File: config.mk
export PLATFORM = sky130hd
export DESIGN_NAME = arc_readout
export DESIGN_NICKNAME = d
export VERILOG_FILES = /design/src/rtl/arc_pkg.sv /design/src/rtl/arc_readout.sv /design/src/rtl/arc_pair_buffer.sv
export VERILOG_INCLUDE_DIRS = /design/src /design/src/rtl
export SDC_FILE = /design/constraint.sdc
export NUM_CORES = 1
export LEC_CHECK = 0
export BUFFER_PORTS_ARGS = -buffer_cell sky130_fd_sc_hd__buf_2
export CAP_MARGIN = 10
export CORE_UTILIZATION = 30
export DETAILED_ROUTE_END_ITERATION = 10
export HOLD_SLACK_MARGIN = 0.02
export PLACE_DENSITY = 0.5
export SLEW_MARGIN = 20
export SYNTH_ARGS = -nofsm -noshare
export SYNTH_HDL_FRONTEND = slang
export SYNTH_SLANG_ARGS = --single-unit
export TNS_END_PERCENT = 20
File: constraint.sdc
create_clock -name MCLK_IN -period 3.5 [get_ports MCLK_IN]
set_input_delay 0.525 -clock MCLK_IN [delete_from_list [all_inputs] [get_ports MCLK_IN]]
set_output_delay 0.525 -clock MCLK_IN [all_outputs]
set_load 0.05 [all_outputs]
File: src/rtl/arc_regs.svh
// register offsets, field positions, reset values and counts of the readout block
`ifndef ARC_REGS_SVH
`define ARC_REGS_SVH

// ****************************************************************
// register offsets on the serial port
// ****************************************************************
`define ARC_ADDR_STATUS    6'h00
`define ARC_ADDR_IFMODE    6'h02
`define ARC_ADDR_CHECKSUM  6'h03
`define ARC_ADDR_RESULT    6'h04
`define ARC_ADDR_PINIO     6'h06

// ****************************************************************
// command byte fields
// ****************************************************************
`define ARC_CMD_WEN_N      7
`define ARC_CMD_READ       6
`define ARC_CMD_ADDR_HI    5

// ****************************************************************
// interface mode fields
// ****************************************************************
`define ARC_IFM_SHORT      0
`define ARC_IFM_CSUM_LO    2
`define ARC_IFM_CSUM_HI    3
`define ARC_IFM_WATCH      5
`define ARC_IFM_APPEND     6
`define ARC_IFM_MASK       16'h006d
`define ARC_IFM_RESET      16'h0000

// ****************************************************************
// checksum select codes
// ****************************************************************
`define ARC_CSUM_OFF       2'h0
`define ARC_CSUM_XOR       2'h1
`define ARC_CSUM_CRC       2'h2

// ****************************************************************
// status byte fields
// ****************************************************************
`define ARC_ST_READY_N     7
`define ARC_ST_CRC_ERR     6
`define ARC_ST_REG_ERR     5

// ****************************************************************
// pin configuration and result resets
// ****************************************************************
`define ARC_PIN_MASK       16'h7fff
`define ARC_PIN_RESET      16'h0800
`define ARC_RESULT_RESET   24'h000000
`define ARC_RESULT_MSB     23

// ****************************************************************
// transfer lengths in bits and crc polynomial
// ****************************************************************
`define ARC_LEN_BYTE       6'h08
`define ARC_LEN_HALF       6'h10
`define ARC_LEN_WORD       6'h18
`define ARC_CRC_POLY       8'h07

`endif

File: src/rtl/arc_pkg.sv
// types shared by the readout and integrity check block
package arc_pkg;

	// one conversion word with the length it was completed at
	typedef struct packed {
		logic        short_word;
		logic [23:0] value;
	} arc_conv_t;

	// serial frame phases
	typedef enum logic [1:0] {
		ST_CMD  = 2'b00,
		ST_DATA = 2'b01,
		ST_CSUM = 2'b10,
		ST_DONE = 2'b11
	} arc_state_t;

endpackage

File: src/rtl/arc_readout.sv
// serial register port with result readout, checksums and integrity watch
`include "arc_regs.svh"

module arc_readout #(
	parameter logic [23:0] HIDDEN_WORD = 24'h000000,
	parameter logic [7:0]  CRC_POLY    = `ARC_CRC_POLY,
	parameter int          BUF_DEPTH   = 2
) (
	input  wire logic        MCLK_IN,
	input  wire logic        ARST_N_IN,
	input  wire logic        SCLK_IN,
	input  wire logic        CS_N_IN,
	input  wire logic        DIN_IN,
	output logic             DOUT_OUT,
	output logic             DOUT_OE_OUT,
	output logic             RDY_N_OUT,
	input  wire logic        CONV_VALID_IN,
	input  wire logic [23:0] CONV_DATA_IN,
	output logic             CONV_READY_OUT,
	input  wire logic        POLARITY_SELECT_IN,
	output logic [15:0]      PIN_IO_CONFIG_OUT,
	output logic             INTEGRITY_ERR_OUT
);
	// ****************************************************************
	// state
	// ****************************************************************
	arc_pkg::arc_state_t state;
	arc_pkg::arc_conv_t  result;
	arc_pkg::arc_conv_t  buf_word;
	logic [15:0] ifmode;
	logic [15:0] pin_io_config;
	logic        ready_n;
	logic        crc_err;
	logic        reg_err;
	logic        sclk_q;
	logic        reading_result;
	logic        is_read;
	logic [5:0]  addr;
	logic [5:0]  nbits;
	logic [5:0]  cnt;
	logic [2:0]  bitpos;
	logic [7:0]  crc;
	logic [7:0]  xacc;
	logic [7:0]  crc_rx;
	logic [23:0] in_shift;
	logic [31:0] out_shift;
	logic        buf_valid;

	// ****************************************************************
	// checksum steps
	// ****************************************************************
	function automatic logic [7:0] crc_step(input logic [7:0] c,
	                                        input logic b);
		crc_step = {c[6:0], 1'b0} ^ ((c[7] ^ b) ? CRC_POLY : 8'h00);
	endfunction

	function automatic logic [7:0] xor_step(input logic [7:0] a,
	                                        input logic [2:0] p,
	                                        input logic b);
		xor_step = a ^ ({7'h00, b} << (3'h7 - p));
	endfunction

	// ****************************************************************
	// decode
	// ****************************************************************
	// serial clock edges; pins are already in this clock domain
	wire sclk_rise = SCLK_IN && !sclk_q;
	wire sclk_fall = !SCLK_IN && sclk_q;
	wire frame     = !CS_N_IN;

	// mode fields
	wire [1:0] csum_sel = ifmode[`ARC_IFM_CSUM_HI:`ARC_IFM_CSUM_LO];
	wire       watch    = ifmode[`ARC_IFM_WATCH];
	wire       append   = ifmode[`ARC_IFM_APPEND];
	wire       short_ws = ifmode[`ARC_IFM_SHORT];
	wire       csum_on  = (csum_sel != `ARC_CSUM_OFF);
	// reads use xor only for code 01; code 11 falls back to the crc
	wire       rd_xor   = (csum_sel == `ARC_CSUM_XOR);

	// command byte completes on this rising edge
	wire [7:0] cmd_byte  = {in_shift[6:0], DIN_IN};
	wire       cmd_done  = frame && sclk_rise && (state == arc_pkg::ST_CMD)
	                       && (cnt == `ARC_LEN_BYTE - 6'h01);
	wire       cmd_ok    = !cmd_byte[`ARC_CMD_WEN_N];
	wire       cmd_rd    = cmd_byte[`ARC_CMD_READ];
	wire [5:0] cmd_addr  = cmd_byte[`ARC_CMD_ADDR_HI:0];
	wire       cmd_rd_result = cmd_done && cmd_ok && cmd_rd
	                           && (cmd_addr == `ARC_ADDR_RESULT);

	// status byte; spare bits read zero
	wire [7:0] status = {ready_n, crc_err, reg_err, 5'h00};

	// checksum register view
	wire [23:0] reg_checksum = watch ?
		({8'h00, pin_io_config} ^ HIDDEN_WORD) : 24'h000000;

	// result aligned to the top of the shifter, status byte after it when append is set
	wire [31:0] result_frame = result.short_word ?
		(append ? {result.value[23:8], status, 8'h00}
		        : {result.value[23:8], 16'h0000})
		: (append ? {result.value, status}
		          : {result.value, 8'h00});
	wire [5:0] result_len = (result.short_word ? `ARC_LEN_HALF : `ARC_LEN_WORD)
	                        + (append ? `ARC_LEN_BYTE : 6'h00);

	// read data and length for the addressed register
	logic [31:0] rd_frame;
	logic [5:0]  rd_len;
	always_comb begin
		rd_frame = 32'h00000000;
		rd_len   = `ARC_LEN_BYTE;
		case (cmd_addr)
			`ARC_ADDR_STATUS: begin
				rd_frame = {status, 24'h000000};
			end
			`ARC_ADDR_IFMODE: begin
				rd_frame = {ifmode, 16'h0000};
				rd_len   = `ARC_LEN_HALF;
			end
			`ARC_ADDR_CHECKSUM: begin
				rd_frame = {reg_checksum, 8'h00};
				rd_len   = `ARC_LEN_WORD;
			end
			`ARC_ADDR_RESULT: begin
				rd_frame = result_frame;
				rd_len   = result_len;
			end
			`ARC_ADDR_PINIO: begin
				rd_frame = {pin_io_config, 16'h0000};
				rd_len   = `ARC_LEN_HALF;
			end
			default: begin
				rd_frame = 32'h00000000;
			end
		endcase
	end

	// write length; checksum and result writes take an ignored word, status and unmapped registers one ignored byte
	wire [5:0] wr_len = (cmd_addr == `ARC_ADDR_CHECKSUM) ? `ARC_LEN_WORD :
	                    (cmd_addr == `ARC_ADDR_IFMODE ||
	                     cmd_addr == `ARC_ADDR_PINIO) ? `ARC_LEN_HALF :
	                    (cmd_addr == `ARC_ADDR_RESULT) ? `ARC_LEN_WORD :
	                    `ARC_LEN_BYTE;

	// bit moving this edge and running checksums including it
	wire        data_bit  = is_read ? out_shift[31] : DIN_IN;
	wire [7:0]  crc_next  = crc_step(crc, data_bit);
	wire [7:0]  xacc_next = xor_step(xacc, bitpos, data_bit);
	wire [7:0]  rd_csum   = rd_xor ? xacc_next : crc_next;
	wire        rd_edge   = sclk_fall && is_read;
	wire        wr_edge   = sclk_rise && !is_read;
	wire        last_data = (state == arc_pkg::ST_DATA)
	                        && (cnt == nbits - 6'h01);

	// write commit points: after data if unprotected, after checksum if not
	wire [23:0] wr_word   = {in_shift[22:0], DIN_IN};
	wire        commit_plain = frame && wr_edge && last_data && !csum_on;
	wire        csum_last = frame && wr_edge && (state == arc_pkg::ST_CSUM)
	                        && (cnt == `ARC_LEN_BYTE - 6'h01);
	wire        csum_good = ({crc_rx[6:0], DIN_IN} == crc);
	wire        commit    = commit_plain || (csum_last && csum_good);
	wire [23:0] commit_word = commit_plain ? wr_word : in_shift;
	wire        bad_csum  = csum_last && !csum_good;

	// register write effects
	wire        wr_ifmode = commit && (addr == `ARC_ADDR_IFMODE);
	wire        wr_pinio  = commit && (addr == `ARC_ADDR_PINIO);
	wire [15:0] new_pinio = commit_word[15:0] & `ARC_PIN_MASK;
	wire        pin_change = wr_pinio && (new_pinio != pin_io_config);
	wire        status_rd  = cmd_done && cmd_ok && cmd_rd
	                         && (cmd_addr == `ARC_ADDR_STATUS);

	// ****************************************************************
	// conversion path
	// ****************************************************************
	// the word length is caught when a conversion completes, so a mode
	// write never disturbs a result already on its way
	wire arc_pkg::arc_conv_t conv_in = '{short_word: short_ws,
	                                     value:      CONV_DATA_IN};
	// hold the buffer while the result is being shifted out
	wire drain = buf_valid && !reading_result && !cmd_rd_result;

	arc_pair_buffer #(
		.WIDTH ($bits(arc_pkg::arc_conv_t)),
		.DEPTH (BUF_DEPTH)
	) u_buffer (
		.clk_in        (MCLK_IN),
		.rst_n_in      (ARST_N_IN),
		.in_valid_in   (CONV_VALID_IN),
		.in_data_in    (conv_in),
		.in_ready_out  (CONV_READY_OUT),
		.out_valid_out (buf_valid),
		.out_data_out  (buf_word),
		.out_ready_in  (!reading_result && !cmd_rd_result)
	);

	// ****************************************************************
	// result and ready
	// ****************************************************************
	// loading clears ready; a read sets it, and the two never meet in one
	// cycle because loading is held off on the decode edge
	always_ff @(posedge MCLK_IN or negedge ARST_N_IN) begin
		if (!ARST_N_IN) begin
			result  <= '{short_word: 1'b0, value: `ARC_RESULT_RESET};
			ready_n <= 1'b1;
		end else if (drain) begin
			result.short_word <= buf_word.short_word;
			result.value      <= POLARITY_SELECT_IN ? buf_word.value
				: {~buf_word.value[`ARC_RESULT_MSB],
				   buf_word.value[`ARC_RESULT_MSB-1:0]};
			ready_n <= 1'b0;
		end else if (cmd_rd_result) begin
			ready_n <= 1'b1;
		end
	end

	// ****************************************************************
	// configuration registers and flags
	// ****************************************************************
	// a bad checksum or an error event wins over a clear in the same cycle
	always_ff @(posedge MCLK_IN or negedge ARST_N_IN) begin
		if (!ARST_N_IN) begin
			ifmode        <= `ARC_IFM_RESET;
			pin_io_config <= `ARC_PIN_RESET;
			crc_err       <= 1'b0;
			reg_err       <= 1'b0;
		end else begin
			if (wr_ifmode) begin
				ifmode <= commit_word[15:0] & `ARC_IFM_MASK;
			end
			if (wr_pinio) begin
				pin_io_config <= new_pinio;
			end
			if (bad_csum) begin
				crc_err <= 1'b1;
			end else if (status_rd) begin
				crc_err <= 1'b0;
			end
			if (pin_change && watch) begin
				reg_err <= 1'b1;
			end else if (wr_ifmode && !commit_word[`ARC_IFM_WATCH]) begin
				reg_err <= 1'b0;
			end
		end
	end

	// ****************************************************************
	// serial frame engine
	// ****************************************************************
	// bits enter on rising edges and leave on falling edges; raising the
	// chip select abandons the frame and any uncommitted write
	always_ff @(posedge MCLK_IN or negedge ARST_N_IN) begin
		if (!ARST_N_IN) begin
			state          <= arc_pkg::ST_CMD;
			sclk_q         <= 1'b1;
			is_read        <= 1'b0;
			reading_result <= 1'b0;
			addr           <= 6'h00;
			nbits          <= `ARC_LEN_BYTE;
			cnt            <= 6'h00;
			bitpos         <= 3'h0;
			crc            <= 8'h00;
			xacc           <= 8'h00;
			crc_rx         <= 8'h00;
			in_shift       <= 24'h000000;
			out_shift      <= 32'h00000000;
			DOUT_OUT       <= 1'b0;
		end else begin
			sclk_q <= SCLK_IN;
			if (!frame) begin
				state          <= arc_pkg::ST_CMD;
				is_read        <= 1'b0;
				reading_result <= 1'b0;
				cnt            <= 6'h00;
				bitpos         <= 3'h0;
				crc            <= 8'h00;
				xacc           <= 8'h00;
			end else begin
				unique case (state)
					arc_pkg::ST_CMD: begin
						if (sclk_rise) begin
							in_shift <= {in_shift[22:0], DIN_IN};
							crc      <= crc_step(crc, DIN_IN);
							xacc     <= xor_step(xacc, bitpos, DIN_IN);
							bitpos   <= bitpos + 3'h1;
							cnt      <= cnt + 6'h01;
						end
						if (cmd_done) begin
							cnt            <= 6'h00;
							addr           <= cmd_addr;
							is_read        <= cmd_rd;
							reading_result <= cmd_rd_result;
							out_shift      <= rd_frame;
							nbits          <= cmd_rd ? rd_len : wr_len;
							state          <= cmd_ok ? arc_pkg::ST_DATA
							                         : arc_pkg::ST_DONE;
						end
					end
					arc_pkg::ST_DATA: begin
						if (rd_edge || wr_edge) begin
							crc    <= crc_next;
							xacc   <= xacc_next;
							bitpos <= bitpos + 3'h1;
							cnt    <= cnt + 6'h01;
						end
						if (rd_edge) begin
							DOUT_OUT  <= out_shift[31];
							out_shift <= {out_shift[30:0], 1'b0};
						end
						if (wr_edge) begin
							in_shift <= wr_word;
						end
						if ((rd_edge || wr_edge) && last_data) begin
							cnt <= 6'h00;
							// checksum byte goes last, after every data bit
							state <= csum_on ? arc_pkg::ST_CSUM
							                 : arc_pkg::ST_DONE;
							if (is_read) begin
								out_shift <= {rd_csum, 24'h000000};
							end
						end
					end
					arc_pkg::ST_CSUM: begin
						if (rd_edge) begin
							DOUT_OUT  <= out_shift[31];
							out_shift <= {out_shift[30:0], 1'b0};
							cnt       <= cnt + 6'h01;
						end
						if (wr_edge) begin
							crc_rx <= {crc_rx[6:0], DIN_IN};
							cnt    <= cnt + 6'h01;
						end
						if ((rd_edge || wr_edge)
						    && cnt == `ARC_LEN_BYTE - 6'h01) begin
							state <= arc_pkg::ST_DONE;
						end
					end
					arc_pkg::ST_DONE: begin
						// result reads release the buffer once the last bit left
						reading_result <= 1'b0;
					end
				endcase
			end
		end
	end

	// ****************************************************************
	// pin drivers
	// ****************************************************************
	// data pin is driven for the whole frame; ready pin mirrors the flag
	always_ff @(posedge MCLK_IN or negedge ARST_N_IN) begin
		if (!ARST_N_IN) begin
			DOUT_OE_OUT       <= 1'b0;
			RDY_N_OUT         <= 1'b1;
			PIN_IO_CONFIG_OUT <= `ARC_PIN_RESET;
			INTEGRITY_ERR_OUT <= 1'b0;
		end else begin
			DOUT_OE_OUT       <= frame;
			RDY_N_OUT         <= ready_n;
			PIN_IO_CONFIG_OUT <= pin_io_config;
			INTEGRITY_ERR_OUT <= reg_err;
		end
	end
endmodule

File: src/rtl/arc_pair_buffer.sv
// small fifo with valid and ready on both sides, used for conversion words
module arc_pair_buffer #(
	parameter int WIDTH = 25,
	parameter int DEPTH = 2
) (
	input  wire logic             clk_in,
	input  wire logic             rst_n_in,
	input  wire logic             in_valid_in,
	input  wire logic [WIDTH-1:0] in_data_in,
	output logic                  in_ready_out,
	output logic                  out_valid_out,
	output logic      [WIDTH-1:0] out_data_out,
	input  wire logic             out_ready_in
);
	localparam int PW = (DEPTH > 1) ? $clog2(DEPTH) : 1;
	localparam int CW = $clog2(DEPTH + 1);

	logic [WIDTH-1:0] mem [DEPTH];
	logic [PW-1:0]    wr_ptr;
	logic [PW-1:0]    rd_ptr;
	logic [CW-1:0]    count;
	logic [CW-1:0]    next_count;

	// handshakes and occupancy
	wire push = in_valid_in && in_ready_out;
	wire pop  = out_valid_out && out_ready_in;
	assign next_count = count + CW'(push) - CW'(pop);
	assign out_valid_out = (count != '0);
	assign out_data_out  = mem[rd_ptr];

	// storage has no reset; count guards every read of it
	always_ff @(posedge clk_in) begin
		if (push) begin
			mem[wr_ptr] <= in_data_in;
		end
	end

	// pointers wrap at depth; ready is registered so the source sees a flop
	always_ff @(posedge clk_in or negedge rst_n_in) begin
		if (!rst_n_in) begin
			wr_ptr       <= '0;
			rd_ptr       <= '0;
			count        <= '0;
			in_ready_out <= 1'b0;
		end else begin
			if (push) begin
				wr_ptr <= (wr_ptr == PW'(DEPTH - 1)) ? '0 : wr_ptr + PW'(1);
			end
			if (pop) begin
				rd_ptr <= (rd_ptr == PW'(DEPTH - 1)) ? '0 : rd_ptr + PW'(1);
			end
			count        <= next_count;
			in_ready_out <= (next_count != CW'(DEPTH));
		end
	end
endmodule

* Word-level counts from Yosys, hierarchy flattened
Memory sizes are Yosys's and may differ from the RTL's.
Index checks and enable logic that the tools add are counted.
** Word-level totals
- Flip-flop bits (word level) :: 168
- Memory bits (writable) :: 50
- Bits of input ports :: 31
- Output and inout bits :: 21
- Memories kept :: 1
** Memories
- u_buffer.mem :: words 2, width 25, rd ports 1, clocked after Yosys merged registers in 0, wr ports 1, line arc_pair_buffer.sv:18 : logic [WIDTH-1:0] mem [DEPTH];
** Operators by class
- Add/subtract/negate cells :: 9
- Equality and inequality tests :: 26
- Shift operators :: 2
- Muxes and demuxes :: 69
- Bitwise gates (word level) :: 8
- Reductions and logical operators :: 70
** Operators with widths (number)
- $pmux 32 s5 :: 1
- $mux 32 :: 4
- $pmux 32 s3 :: 1
- $mux 8 :: 8
- $mux 15 :: 4
- $mux 6 :: 8
- $pmux 6 s3 :: 2
- $mux 16 :: 2
- $pmux 8 s2 :: 2
- $logic_and 1x1->1 :: 31
- $pmux 15 s2 :: 1
- $eq 6x3->1 const B :: 4
- $mux 24 :: 1
- $eq 6x2->1 const B :: 3
- $mux 1 :: 17
- $reduce_bool 2->1 :: 8
- $shl 1x3->8 :: 2
- $xor 8x3->8 :: 2
- $xor 8x8->8 :: 2
- $mux 3 :: 5
- $mux 5 :: 3
- $ne 15x15->1 :: 1
- $reduce_and 3->1 :: 5
- $reduce_and 4->1 :: 3
- other kinds (32) :: 64

* Logic depth before layout (Yosys ltp)
- Depth after elaboration :: 13
- Mapped depth :: 13
- Gate-level depth less buffers :: 11

* Cells and area by module
Synthesis repeated with hierarchy kept, for this count alone.
** Unflattened totals
- Cell total of the unflattened synthesis :: 886
- Area, all modules :: 10278.6 um2
** By module, submodules not included
- arc_readout :: instances 1, cells an instance 784, area each 8199.1 um2, sequential area each 4011.3 um2
- arc_pair_buffer :: instances 1, cells an instance 102, area each 2079.5 um2, sequential area each 1626.6 um2

* Worst setup path after synthesis
Ideal clock, no wire load.
- Path kind :: reg-to-reg
- Start point :: register in_shift[2]
- End point :: register u_buffer.in_ready_out
- Data arrival time :: 2.574 ns
- Slack :: 0.803 ns
- Cell stages (with the launch flop) :: 13
- Buffers on the path :: 3
- Cells stage by stage :: dfrtp_1 buf_6 or3_1 buf_6 nor4_4 a21oi_1 buf_2 ha_1 inv_1 ha_1 xnor2_1 xnor2_1 nand2b_1
** Between the ends
- Word-level cells in the longest chain between the ends :: 7
** Ends and longest elaborated chain
- from (decl) :: line arc_readout.sv:45 : logic [23:0] in_shift;
- from (signal assigned) :: line arc_readout.sv:282 : in_shift <= {in_shift[22:0], DIN_IN};
- from (signal assigned) :: line arc_readout.sv:311 : in_shift <= wr_word;
- $eq 6x3->1
- $logic_and 1x1->1 :: line arc_readout.sv:87 : wire cmd_rd_result = cmd_done && cmd_ok && cmd_rd
- $logic_not 1->1 :: line arc_readout.sv:194 : .out_ready_in (!reading_result && !cmd_rd_result)
- $logic_and 1x1->1 :: line arc_readout.sv:194
- $logic_and 1x1->1 :: line arc_pair_buffer.sv:26 : wire pop = out_valid_out && out_ready_in;
- named net u_buffer.pop :: line arc_pair_buffer.sv:26
- $sub 2x1->2 :: line arc_pair_buffer.sv:27 : assign next_count = count + CW'(push) - CW'(pop);
- named net u_buffer.next_count[1] :: line arc_pair_buffer.sv:22 : logic [CW-1:0] next_count;
- $ne 2x2->1 :: line arc_pair_buffer.sv:53 : in_ready_out <= (next_count != CW'(DEPTH));
- to (signal assigned) :: line arc_pair_buffer.sv:53
- to (decl) :: line arc_pair_buffer.sv:10 : output logic in_ready_out,
The timed path passes the listed nets, and every way through them passes these cells.
A chain may end at the register's enable or synchronous reset.

* Worst setup path in the final report
- Start point :: register state[1]
- End point :: register ifmode[0]
** Between the ends
- Word-level cells in the longest chain between the ends :: 6
- Elaborated cells on any way between the ends :: 11
- Classes of those cells :: 2 x eq/ne; 1 x mux; 8 x reduce/logical
** Ends and longest elaborated chain
- from (decl) :: line arc_readout.sv:27 : arc_pkg::arc_state_t state;
- from (signal assigned) :: line arc_readout.sv:254 : state <= arc_pkg::ST_CMD;
- from (signal assigned) :: line arc_readout.sv:271 : state <= arc_pkg::ST_CMD;
- from (signal assigned) :: line arc_readout.sv:295 : state <= cmd_ok ? arc_pkg::ST_DATA
- $eq 2x1->1 or $eq 2x2->1 (tied branches) :: line arc_readout.sv:152, arc_readout.sv:158
- $logic_and 1x1->1 (on tied branches) :: line arc_readout.sv:153, arc_readout.sv:158
- $logic_and 1x1->1 (on tied branches) :: line arc_readout.sv:157, arc_readout.sv:158
- $logic_and 1x1->1 (on tied branches) :: line arc_readout.sv:157, arc_readout.sv:161
- $logic_or 1x1->1 :: line arc_readout.sv:161 : wire commit = commit_plain || (csum_last && csum_good);
- $logic_and 1x1->1 :: line arc_readout.sv:166 : wire wr_ifmode = commit && (addr == `ARC_ADDR_IFMODE);
- to (signal assigned) :: line arc_readout.sv:223 : ifmode <= `ARC_IFM_RESET;
- to (signal assigned) :: line arc_readout.sv:229 : ifmode <= commit_word[15:0] & `ARC_IFM_MASK;
- to (decl) :: line arc_readout.sv:30 : logic [15:0] ifmode;
Parallel ways exist; a longest one is shown, timed or not.

==> metrics <==
P_sw=2.78 mW; Slew Limit Headroom=36.2%; placed cell count=1354; area grow syn2layout=15.8%; Final Setup Violations=0; Reg power frac=42.7%; CP peak stage delay=500 ps; ys async rst share=76.7%; share of layout cells above drive strength 1=15.8%; Root Buffer=clkbuf_16; critical path required time=3880 ps; postcts setup bufs=0; Core Util, Final=35.4%; Least-Margin Pin Slew=953 ps; final hold viol count=0; post-synth top area share=40.1%; Post-DRT Antenna Nets=0; initial antenna violation count=2; commonest non-fill, non-tap cell in the layout=dfrtp_1; core area=32500 um^2; Final Max Tran Viols=0; pwr/cell area=707 nW/um^2; DRT Pass-1 Iters=8; RSZ-0062 raised after global routing=false; most frequent cells in the layout=159 x dfrtp_1, 95 x nand2_1, 70 x nor2_1; post-route cell area=11500 um^2; CP Capture Type=register; critical path startpoint category=register; post-synth top area cell=dfrtp_1; hold path startpoint=SCLK_IN; # IOs=52; maximum buffer depth of the clock tree=3; worst clock skew=24.4 ps; Mapped Area=9930 um^2; ys flop type=dfrtp_1; H-tree depth=1; Syn Inst Count=894; area of the die=33800 um^2; Seq/Total Area, Yosys=56.8%; status=finished, final reports clean; Detailed Route WL=24.2 mm; port bufs=50; Clk pwr share=31.2%; Critical Path AT=3200 ps; first-pass GRT wire length=38.8 mm; Leakage Power=4.64 nW; largest cells by area after synthesis=dfrtp_1 40%, edfxtp_1 15%, mux2i_1 4.9%; effective utilization at floorplan=30.5%; EDFF count, synth=50; Finished Layout Cells=1401; WL/cell=17.3 um; routability congestion estimate=0.810; clk sinks=215; Switching Fraction=34.1%; Crit-path slowest cell=dfrtp_1; register area=5640 um^2; fin crit share=80.5%; Die H=184 um; Via density=4.83; largest net degree at the start of global routing=80; launch point of the worst reg-to-reg path=state[1]; total track usage=14.6%; drt first-iter violations=528; DP Area=10700 um^2; hold slack=158 ps; final net count=981; MaxCap Viol Count=0; # hold bufs at CTS=1; Reg clk slew, reported paths=60 ps; final setup TNS=0 ps; Cell variety after synth=66; fmax=355 MHz; Clock Latency Late Sink=540 ps; CTS tree=done; minimum clock period=2820 ps; multi-input logic area=3980 um^2; CTS buffer count=25; Ant. Diodes=0; Vias=6765; worst hold path class=in2reg; FP Rows=66; CP Max Fanout=18; Yosys reg bits=215; path type of the worst setup path=reg2reg; die width=184 um; DRC Markers=0; Fillers=3305; post-CTS resize count=0; Post-DP HPWL=16.3 mm; worst-path cell chain=inv_1 -> ha_1 -> and3_1 -> nand4_4 -> nor4b_4 -> buf_4 -> o211ai_1 -> nand2_1 -> o21ai_0; Comb pwr share=26.2%; number of global-route vias before repair=6740; syn_area_per_cell=11.1 um^2; Internal=5.35 mW; VDD IR-drop max=0.458 mV; Post-Syn Nets=935; YS warnings=0; gr ovfl total=0; CP startpoint=state[1]
layout make-up:
type / count / share of cell area [%]
clock buffers: 41 / 6.39
clock inverters: 5 / 0.566
inverters: 24 / 0.783
multi-input cells: 601 / 34.6
flip-flops and latches: 215 / 49.0
well taps: 442 / 4.81
repair buffers: 73 / 3.86
logic make-up (layout without fill, tap and decap cells):
kind of cell | count (synthesis) | in the layout | share of synthesized area, %
other cells | 1 | 1 | 0.0377
compound gates | 211 | 211 | 13.1
flops | 215 | 215 | 56.8
simple gates | 238 | 238 | 11.6
buf+inv | 78 | 143 | 3.38
xor+xnor | 67 | 67 | 6.06
fa+ha+maj | 10 | 10 | 1.26
mux | 74 | 74 | 7.77
synth_stat cells (all sizes together) (3+ instances only):
| library cell | instances |
|---|---|
| mux2 | 25 |
| o221ai | 3 |
| nor2 | 72 |
| o21ai | 74 |
| a211o | 3 |
| nand4 | 12 |
| clkbuf | 39 |
| a21oi | 61 |
| a211oi | 4 |
| inv | 24 |
| buf | 15 |
| nand3 | 13 |
| xnor2 | 47 |
| a221oi | 6 |
| nor2b | 3 |
| nor3 | 9 |
| edfxtp | 50 |
| a31oi | 3 |
| nor4 | 8 |
| xor2 | 19 |
| nand2 | 95 |
| a22o | 6 |
| dfstp | 6 |
| and3 | 4 |
| a22oi | 17 |
| a222oi | 7 |
| a2bb2oi | 6 |
| ha | 10 |
| and2 | 4 |
| dfrtp | 159 |
| nand2b | 5 |
| o211ai | 4 |
| nor4b | 4 |
| mux2i | 49 |
per-stage QoR:
stage / setup WS [ps] / power [mW]
2_1_floorplan: 803 / 4.99
3_3_place_gp: 731 / 5.63
3_5_place_dp: 661 / 5.65
4_1_cts: 658 / 8.23
5_1_grt: 390 / 8.61
6_report: 683 / 8.13
state kept, by name (all words and copies together), names as in the netlist, 3 cells and up:
register           count
in_shift              15
cnt                    6
crc                    8
result                25
bitpos                 3
PIN_IO_CONFIG_OUT     15
addr                   6
crc_rx                 7
ifmode                 5
out_shift             32
xacc                   8
pin_io_config         15
u_buffer.mem          50
nbits                  3
routing by layer:
layer	GRT usage [%]	share of wire (%)	vias up
li1	-	-	3274
met1	21.4	50	3327
met2	22.5	44	130
met3	2.08	3.8	34
met4	3.57	2.1	0
met5	0	0	-
power by group through the flow:
stage | clock network [mW] | registers (mW) | logic (mW)
2_1_floorplan | 0 | 3.27 | 1.72
3_3_place_gp | 0 | 3.51 | 2.12
3_5_place_dp | 0 | 3.52 | 2.13
4_1_cts | 2.61 | 3.47 | 2.15
5_1_grt | 2.71 | 3.53 | 2.38
6_report | 2.53 | 3.47 | 2.13
critical path, delay by kind of cell, from the launching register on:
family | cells | cell delay (ps)
DFF | 1 | 500
adders and majority gates | 1 | 340
buffers and inverters | 2 | 510
and+or+nand+nor | 4 | 940
AOI/OAI and AO/OA | 2 | 380
path summary, 6_finish.rpt:
kind	end	slack, ps	cells after the start
hold / removal	sclk_q	160	1
setup / recovery	ifmode[0]	680	9
hold reg to reg	RDY_N_OUT	440	0
max in group asynchronous	reading_result	2050	3
setup reg to reg	ifmode[0]	680	9
min in group asynchronous	in_shift[5]	500	2
(Power assumes the default switching activity.)
